## src/awc_pkg.sv

```systemverilog
// Shared constants and types for the area wait-state configuration block
package awc_pkg;

   localparam int unsigned ADDR_W = 8;
   localparam int unsigned DATA_W = 8;

   localparam logic [ADDR_W-1:0] WAIT_CTRL_OFS = 8'h00;
   localparam logic [ADDR_W-1:0] ACC_STATE_OFS = 8'h01;

   localparam int unsigned AREA0_WAIT_LSB = 0;
   localparam int unsigned AREA1_WAIT_LSB = 4;
   localparam int unsigned WAIT_W = 3;

   localparam logic [WAIT_W-1:0] WAIT_RESET = 3'h7;
   localparam logic [1:0] ACC_STATE_RESET = 2'h3;
   localparam logic [WAIT_W-1:0] NO_WAIT = 3'h0;
   localparam logic [WAIT_W-1:0] LAST_WAIT = 3'h1;

   typedef struct packed {
      logic [ADDR_W-1:0] addr;
      logic [DATA_W-1:0] wdata;
      logic wr;
      logic rd;
   } awc_bus_t;

   typedef struct packed {
      logic reserved1;
      logic [WAIT_W-1:0] area1;
      logic reserved0;
      logic [WAIT_W-1:0] area0;
   } awc_wait_reg_t;

   typedef struct packed {
      logic req;
      logic area;
   } awc_acc_t;

   typedef enum logic [1:0] {
      ST_IDLE,
      ST_T1,
      ST_TW,
      ST_T2
   } awc_state_t;

endpackage

```

## src/awc_area_wait.sv

```systemverilog
// Area 0/1 wait-state control register and the access pacing it steers
// Summary of operation
// [RQ1] Area 1 accesses with its wait enable set get the area 1 wait count.
// [RQ2] Area 0 accesses with its wait enable set get the area 0 wait count.
// [RQ3] Wait field is binary: zero gives no wait, N gives exactly N waits.
// [RQ4] Both reserved bits read zero and ignore writes.
// [RQ5] Reset sets both wait fields to all ones and reserved bits to zero.
// [RQ6] A clear wait enable makes that field ineffective, yet still read/write.
`timescale 1ns/1ps
module awc_area_wait (
   input wire logic clk,
   input wire logic rst,
   input wire awc_pkg::awc_bus_t bus,
   output logic [awc_pkg::DATA_W-1:0] rd_data_q,
   input wire awc_pkg::awc_acc_t acc,
   output logic acc_busy_q,
   output logic wait_state_q,
   output logic acc_done_q
);
   import awc_pkg::*;

   awc_wait_reg_t wait_reg_q, wait_reg_d;
   logic [1:0] wait_en_q, wait_en_d;
   logic [DATA_W-1:0] rd_data_d;
   awc_state_t state_q, state_d;
   logic area_q, area_d;
   logic [WAIT_W-1:0] waits_q, waits_d;
   logic [WAIT_W-1:0] left_q;
   logic accept;
   logic [WAIT_W-1:0] sel_field;
   logic sel_en;
   logic acc_busy_d, wait_state_d, acc_done_d;

   // Register file
   always_comb begin
      wait_reg_d = wait_reg_q;
      wait_en_d = wait_en_q;
      rd_data_d = '0;
      if (bus.wr && bus.addr == WAIT_CTRL_OFS) begin
         // Reserved positions stay zero whatever is written
         wait_reg_d.reserved1 = 1'b0; // [RQ4]
         wait_reg_d.reserved0 = 1'b0; // [RQ4]
         wait_reg_d.area1 = bus.wdata[AREA1_WAIT_LSB +: WAIT_W];
         wait_reg_d.area0 = bus.wdata[AREA0_WAIT_LSB +: WAIT_W];
      end
      if (bus.wr && bus.addr == ACC_STATE_OFS) begin
         wait_en_d = bus.wdata[1:0];
      end
      if (bus.rd) begin
         if (bus.addr == WAIT_CTRL_OFS) begin
            rd_data_d = wait_reg_q; // [RQ4] [RQ6]
         end else if (bus.addr == ACC_STATE_OFS) begin
            rd_data_d = {6'h00, wait_en_q};
         end
      end
   end

   always_ff @(posedge clk) begin
      if (rst) begin
         wait_reg_q <= '{reserved1: 1'b0, area1: WAIT_RESET,
                         reserved0: 1'b0, area0: WAIT_RESET}; // [RQ5]
         wait_en_q <= ACC_STATE_RESET;
         rd_data_q <= '0;
      end else begin
         wait_reg_q <= wait_reg_d;
         wait_en_q <= wait_en_d;
         rd_data_q <= rd_data_d;
      end
   end

   // Access sequencing: T1, N program waits, T2
   assign accept = acc.req && state_q == ST_IDLE;
   assign sel_field = acc.area ? wait_reg_q.area1 : wait_reg_q.area0; // [RQ1] [RQ2]
   assign sel_en = acc.area ? wait_en_q[1] : wait_en_q[0];

   always_comb begin
      state_d = state_q;
      area_d = area_q;
      waits_d = waits_q;
      unique case (state_q)
         ST_IDLE: begin
            if (acc.req) begin
               state_d = ST_T1;
               area_d = acc.area;
               // Field snapshot at acceptance; later writes affect the next access
               waits_d = sel_en ? sel_field : NO_WAIT; // [RQ6]
            end
         end
         ST_T1: begin
            state_d = (waits_q != NO_WAIT) ? ST_TW : ST_T2; // [RQ3]
         end
         ST_TW: begin
            if (left_q == LAST_WAIT) begin
               state_d = ST_T2; // [RQ3]
            end
         end
         ST_T2: begin
            state_d = ST_IDLE;
         end
      endcase
      acc_busy_d = state_d != ST_IDLE;
      wait_state_d = state_d == ST_TW;
      acc_done_d = state_q == ST_T2;
   end

   always_ff @(posedge clk) begin
      if (rst) begin
         state_q <= ST_IDLE;
         area_q <= 1'b0;
         waits_q <= NO_WAIT;
         acc_busy_q <= 1'b0;
         wait_state_q <= 1'b0;
         acc_done_q <= 1'b0;
      end else begin
         state_q <= state_d;
         area_q <= area_d;
         waits_q <= waits_d;
         acc_busy_q <= acc_busy_d;
         wait_state_q <= wait_state_d;
         acc_done_q <= acc_done_d;
      end
   end

   // Loaded during T1 so the count is ready on the first wait cycle
   awc_wait_timer u_timer (
      .clk(clk),
      .rst(rst),
      .load(state_q == ST_T1),
      .load_val(waits_q),
      .run(state_q == ST_TW),
      .left_q(left_q)
   );

   // Checking helpers: wait cycles seen and wait count expected per access
   logic [3:0] tw_cnt_q;
   logic [WAIT_W-1:0] exp1_q, exp0_q;
   logic en1_q, en0_q;

   always_ff @(posedge clk) begin
      if (rst) begin
         tw_cnt_q <= 4'h0;
         exp1_q <= NO_WAIT;
         exp0_q <= NO_WAIT;
         en1_q <= 1'b0;
         en0_q <= 1'b0;
      end else begin
         if (accept) begin
            tw_cnt_q <= 4'h0;
            exp1_q <= wait_reg_q.area1;
            exp0_q <= wait_reg_q.area0;
            en1_q <= wait_en_q[1];
            en0_q <= wait_en_q[0];
         end else if (wait_state_q) begin
            tw_cnt_q <= tw_cnt_q + 4'h1;
         end
      end
   end
endmodule // awc_area_wait

```

## src/awc_wait_timer.sv

```systemverilog
// Down counter that paces the program wait states of one access
`timescale 1ns/1ps
module awc_wait_timer (
   input wire logic clk,
   input wire logic rst,
   input wire logic load,
   input wire logic [awc_pkg::WAIT_W-1:0] load_val,
   input wire logic run,
   output logic [awc_pkg::WAIT_W-1:0] left_q
);
   import awc_pkg::*;

   logic [WAIT_W-1:0] left_d;

   always_comb begin
      left_d = left_q;
      if (load) begin
         left_d = load_val;
      end else if (run && left_q != NO_WAIT) begin
         left_d = left_q - LAST_WAIT;
      end
   end

   always_ff @(posedge clk) begin
      if (rst) begin
         left_q <= NO_WAIT;
      end else begin
         left_q <= left_d;
      end
   end

endmodule // awc_wait_timer

```

## config.mk

```make
export PLATFORM = sky130hd
export DESIGN_NAME = awc_area_wait
export DESIGN_NICKNAME = d
export VERILOG_FILES = /design/src/awc_pkg.sv /design/src/awc_area_wait.sv /design/src/awc_wait_timer.sv
export SDC_FILE = /design/constraint.sdc
export NUM_CORES = 1
export LEC_CHECK = 0
export BUFFER_PORTS_ARGS = -buffer_cell sky130_fd_sc_hd__buf_2
export CAP_MARGIN = 5
export CORE_MARGIN = 2
export CORE_UTILIZATION = 54
export DETAILED_ROUTE_END_ITERATION = 10
export GPL_ROUTABILITY_DRIVEN = 0
export PLACE_DENSITY = 0.83
export SYNTH_ARGS = -nofsm -noshare
export SYNTH_HDL_FRONTEND = slang
export SYNTH_HIERARCHICAL = 1
export SYNTH_SLANG_ARGS = --single-unit
```

## constraint.sdc

```tcl
create_clock -name clk -period 3.66 [get_ports clk]
set_input_delay 0.366 -clock clk [delete_from_list [all_inputs] [get_ports clk]]
set_output_delay 0.366 -clock clk [all_outputs]
set_load 0.05 [all_outputs]
```

==> metrics.txt <==
Critical Path RT 3.90 ns; max frequency 0.580 GHz; CTS buffer count 3; Initial Utilization 58.4%; minimum clock period 1.72 ns; clk_lat worst skew 0.32 ns; Post-Route WL 2150 um; number of synthesized flops with an enable pin 0; synth unique cells 33; Final Max Tran Viols 0; Avg WL per Cell 12.2 um; RR Startpoint state_q[0]; critical path launch point type flip-flop; Main synth FF type dfxtp_1; I/O pin count 33; global-route usage over all layers 18.5%; ys async rst share 0%; biggest area consumer among synthesized cells dfxtp_1; Final Core Density 66.8%; TritonRoute pass-1 iters 4; Buf+Inv Stages, Crit Path 0; Setup Buffers After CTS 0; Critical Path Max Stage Delay 0.50 ns; crit path kind flip-flop to flip-flop; Post-Syn Area 0.00117 mm^2; Simple-Gate Fraction of Synth Area 24.6%; Worst Skew 0.00396 ns; Worst Tran Pin Value 0.548 ns; most frequent cells in the layout 28 x buf_2, 25 x dfxtp_1, 18 x nor2_1; hold wc startpoint bus[8]; vias in the first global route 850; initial antenna violation count 0; share of cells above drive strength 1 26.2%; DRC violation total after the first TritonRoute iteration 5; Mapped Cells 120; multiplexer area fraction after synthesis 12.4%; Area contributors post-synth dfxtp_1 43%, mux2i_1 8.6%, ha_1 7.5%; leading cell type in the layout, fill and taps excluded buf_2; Maximum Capacitance Violations 0; Cell Pwr Density 532 mW/mm^2; Critical Path AT 1.97 ns; Final nets 179; Worst setup EP type flip-flop; hpwl dp 1630 um; drt drc 0; Slew HR 62.9%; Die Width 50.5 um; Crit Path Max Fanout 9; clk buf depth 2; clk sink count 25; sequential area share after synthesis 42.8%; WHS 0.292 ns; post-placement cell count 172; Area Growth Syn to Fin 14.3%; total number of vias 918; largest net degree at the start of global routing 27; Remaining Overflow, GRT 0; worst path cell trace ha_1, nor4b_1, nor3_1, a221oi_1; average cell area after synthesis 9.75 um^2; Compound-Gate Fraction of Synth Area 5.99%; critical path's top delay family simple AND/OR/NAND/NOR gates; clock slew at reported path FFs 0.14 ns; IO Port Bufs 28; Fin Setup TNS 0 ns; Final Cycle Share 47.1%; Final Hold Viols 0; FF+latch count, synth 25; CORE AREA 0.00200 mm^2; YS warnings 6; CP max stage cell nor4b_1; CTS resizes 0; clk root buf clkbuf_4; leakage 0.580 nW; HP Class input pin to flip-flop; final setup violation count 0; die area 0.00255 mm^2; outcome complete, no violations; Rows 16; DR vias/cell 5.22; first-pass GRT wire length 3580 um; Pwr Total 0.711 mW; CTS tree done; post-synthesis adder-cell area fraction 7.49%; RSZ-0062 raised after global routing false; Yosys top cell area share 42.8%; Post-Synth XOR/XNOR Area 0.749%; main combinational cell family by area after synthesis simple AND/OR/NAND/NOR gates; hold buffers post-CTS 0; Die Y 50.5 um; diodes inserted 0; Final ANT Viol Nets 0; VDD IR-drop max 0.364 mV; CP startpoint state_q[0]; Non-Filler Instances 176; H-tree depth 1
-- flip-flops by register name, summed over array words and instances, names as in the netlist --
name,count
waits_q,3
acc_busy_q,1
acc_done_q,1
wait_state_q,1
wait_reg_q,6
wait_en_q,2
rd_data_q,6
state_q,2
u_timer/left_q,3
-- cells in the mapped netlist (all sizes together), types with 2 or more instances --
library cell  number
dfxtp             25
nor2              18
mux2i             10
ha                 7
inv                7
nand2              6
a21oi              4
and2               4
mux2               4
nand4              4
buf                3
nor3b              3
nor4               3
a31oi              2
nand3b             2
nor3               2
or3                2
-- routing by layer --
metal / track usage [%] / routed length (um) / vias up
li1: - / - / 475
met1: 20.1 / 922 / 418
met2: 33.3 / 1100 / 21
met3: 5.65 / 100 / 4
met4: 6.76 / 22 / 0
met5: 0 / 0 / -
-- logic make-up after synthesis --
group	count (synthesis)
and+or+nand+nor	50
DFF	25
muxes	14
AOI/OAI and AO/OA	11
buffers and inverters	11
adders and majority gates	7
other	1
xor gates and xnor gates	1
-- worst min-delay path, cell delays in order --
cell	delay, ns
buf_2	0.07
nor2_1	0.03
mux2i_1	0.11
-- power breakdown --
group / internal (mW) / leakage (nW) / total [mW] / switching, mW
Clock: 0.0418 / 0.0139 / 0.128 / 0.0862
Sequential: 0.309 / 0.204 / 0.336 / 0.0269
Combinational: 0.0994 / 0.362 / 0.247 / 0.148
-- area by class of cell --
class                           count  area [um^2]
Fill cell                         165          664
Inverter                            7         26.3
Timing Repair Buffer               28          140
Tap cell                           27         33.8
Clock inverter                      1         7.51
Clock buffer                        3         22.5
Sequential cell                    25          500
Multi-Input combinational cell     85          607
-- final timing paths --
path,slack (ns),endpoint,cells past startpoint
worst max-delay path,1.94,acc_busy_q,4
worst min-delay path,0.29,wait_reg_q[6],3
worst max register to register,1.94,acc_busy_q,4
worst min register to register,0.49,waits_q[0],2
-- through the flow --
| step | area [um^2] | setup WS, ns |
|---|---|---|
| after floorplan | 1170 | 2.12 |
| after global placement | 1310 | 1.89 |
| after detailed placement | 1310 | 1.81 |
| after CTS | 1340 | 1.94 |
| after global routing | 1340 | 1.60 |
| final | 1340 | 1.94 |
Note: power is estimated with default switching activity, not from simulation.
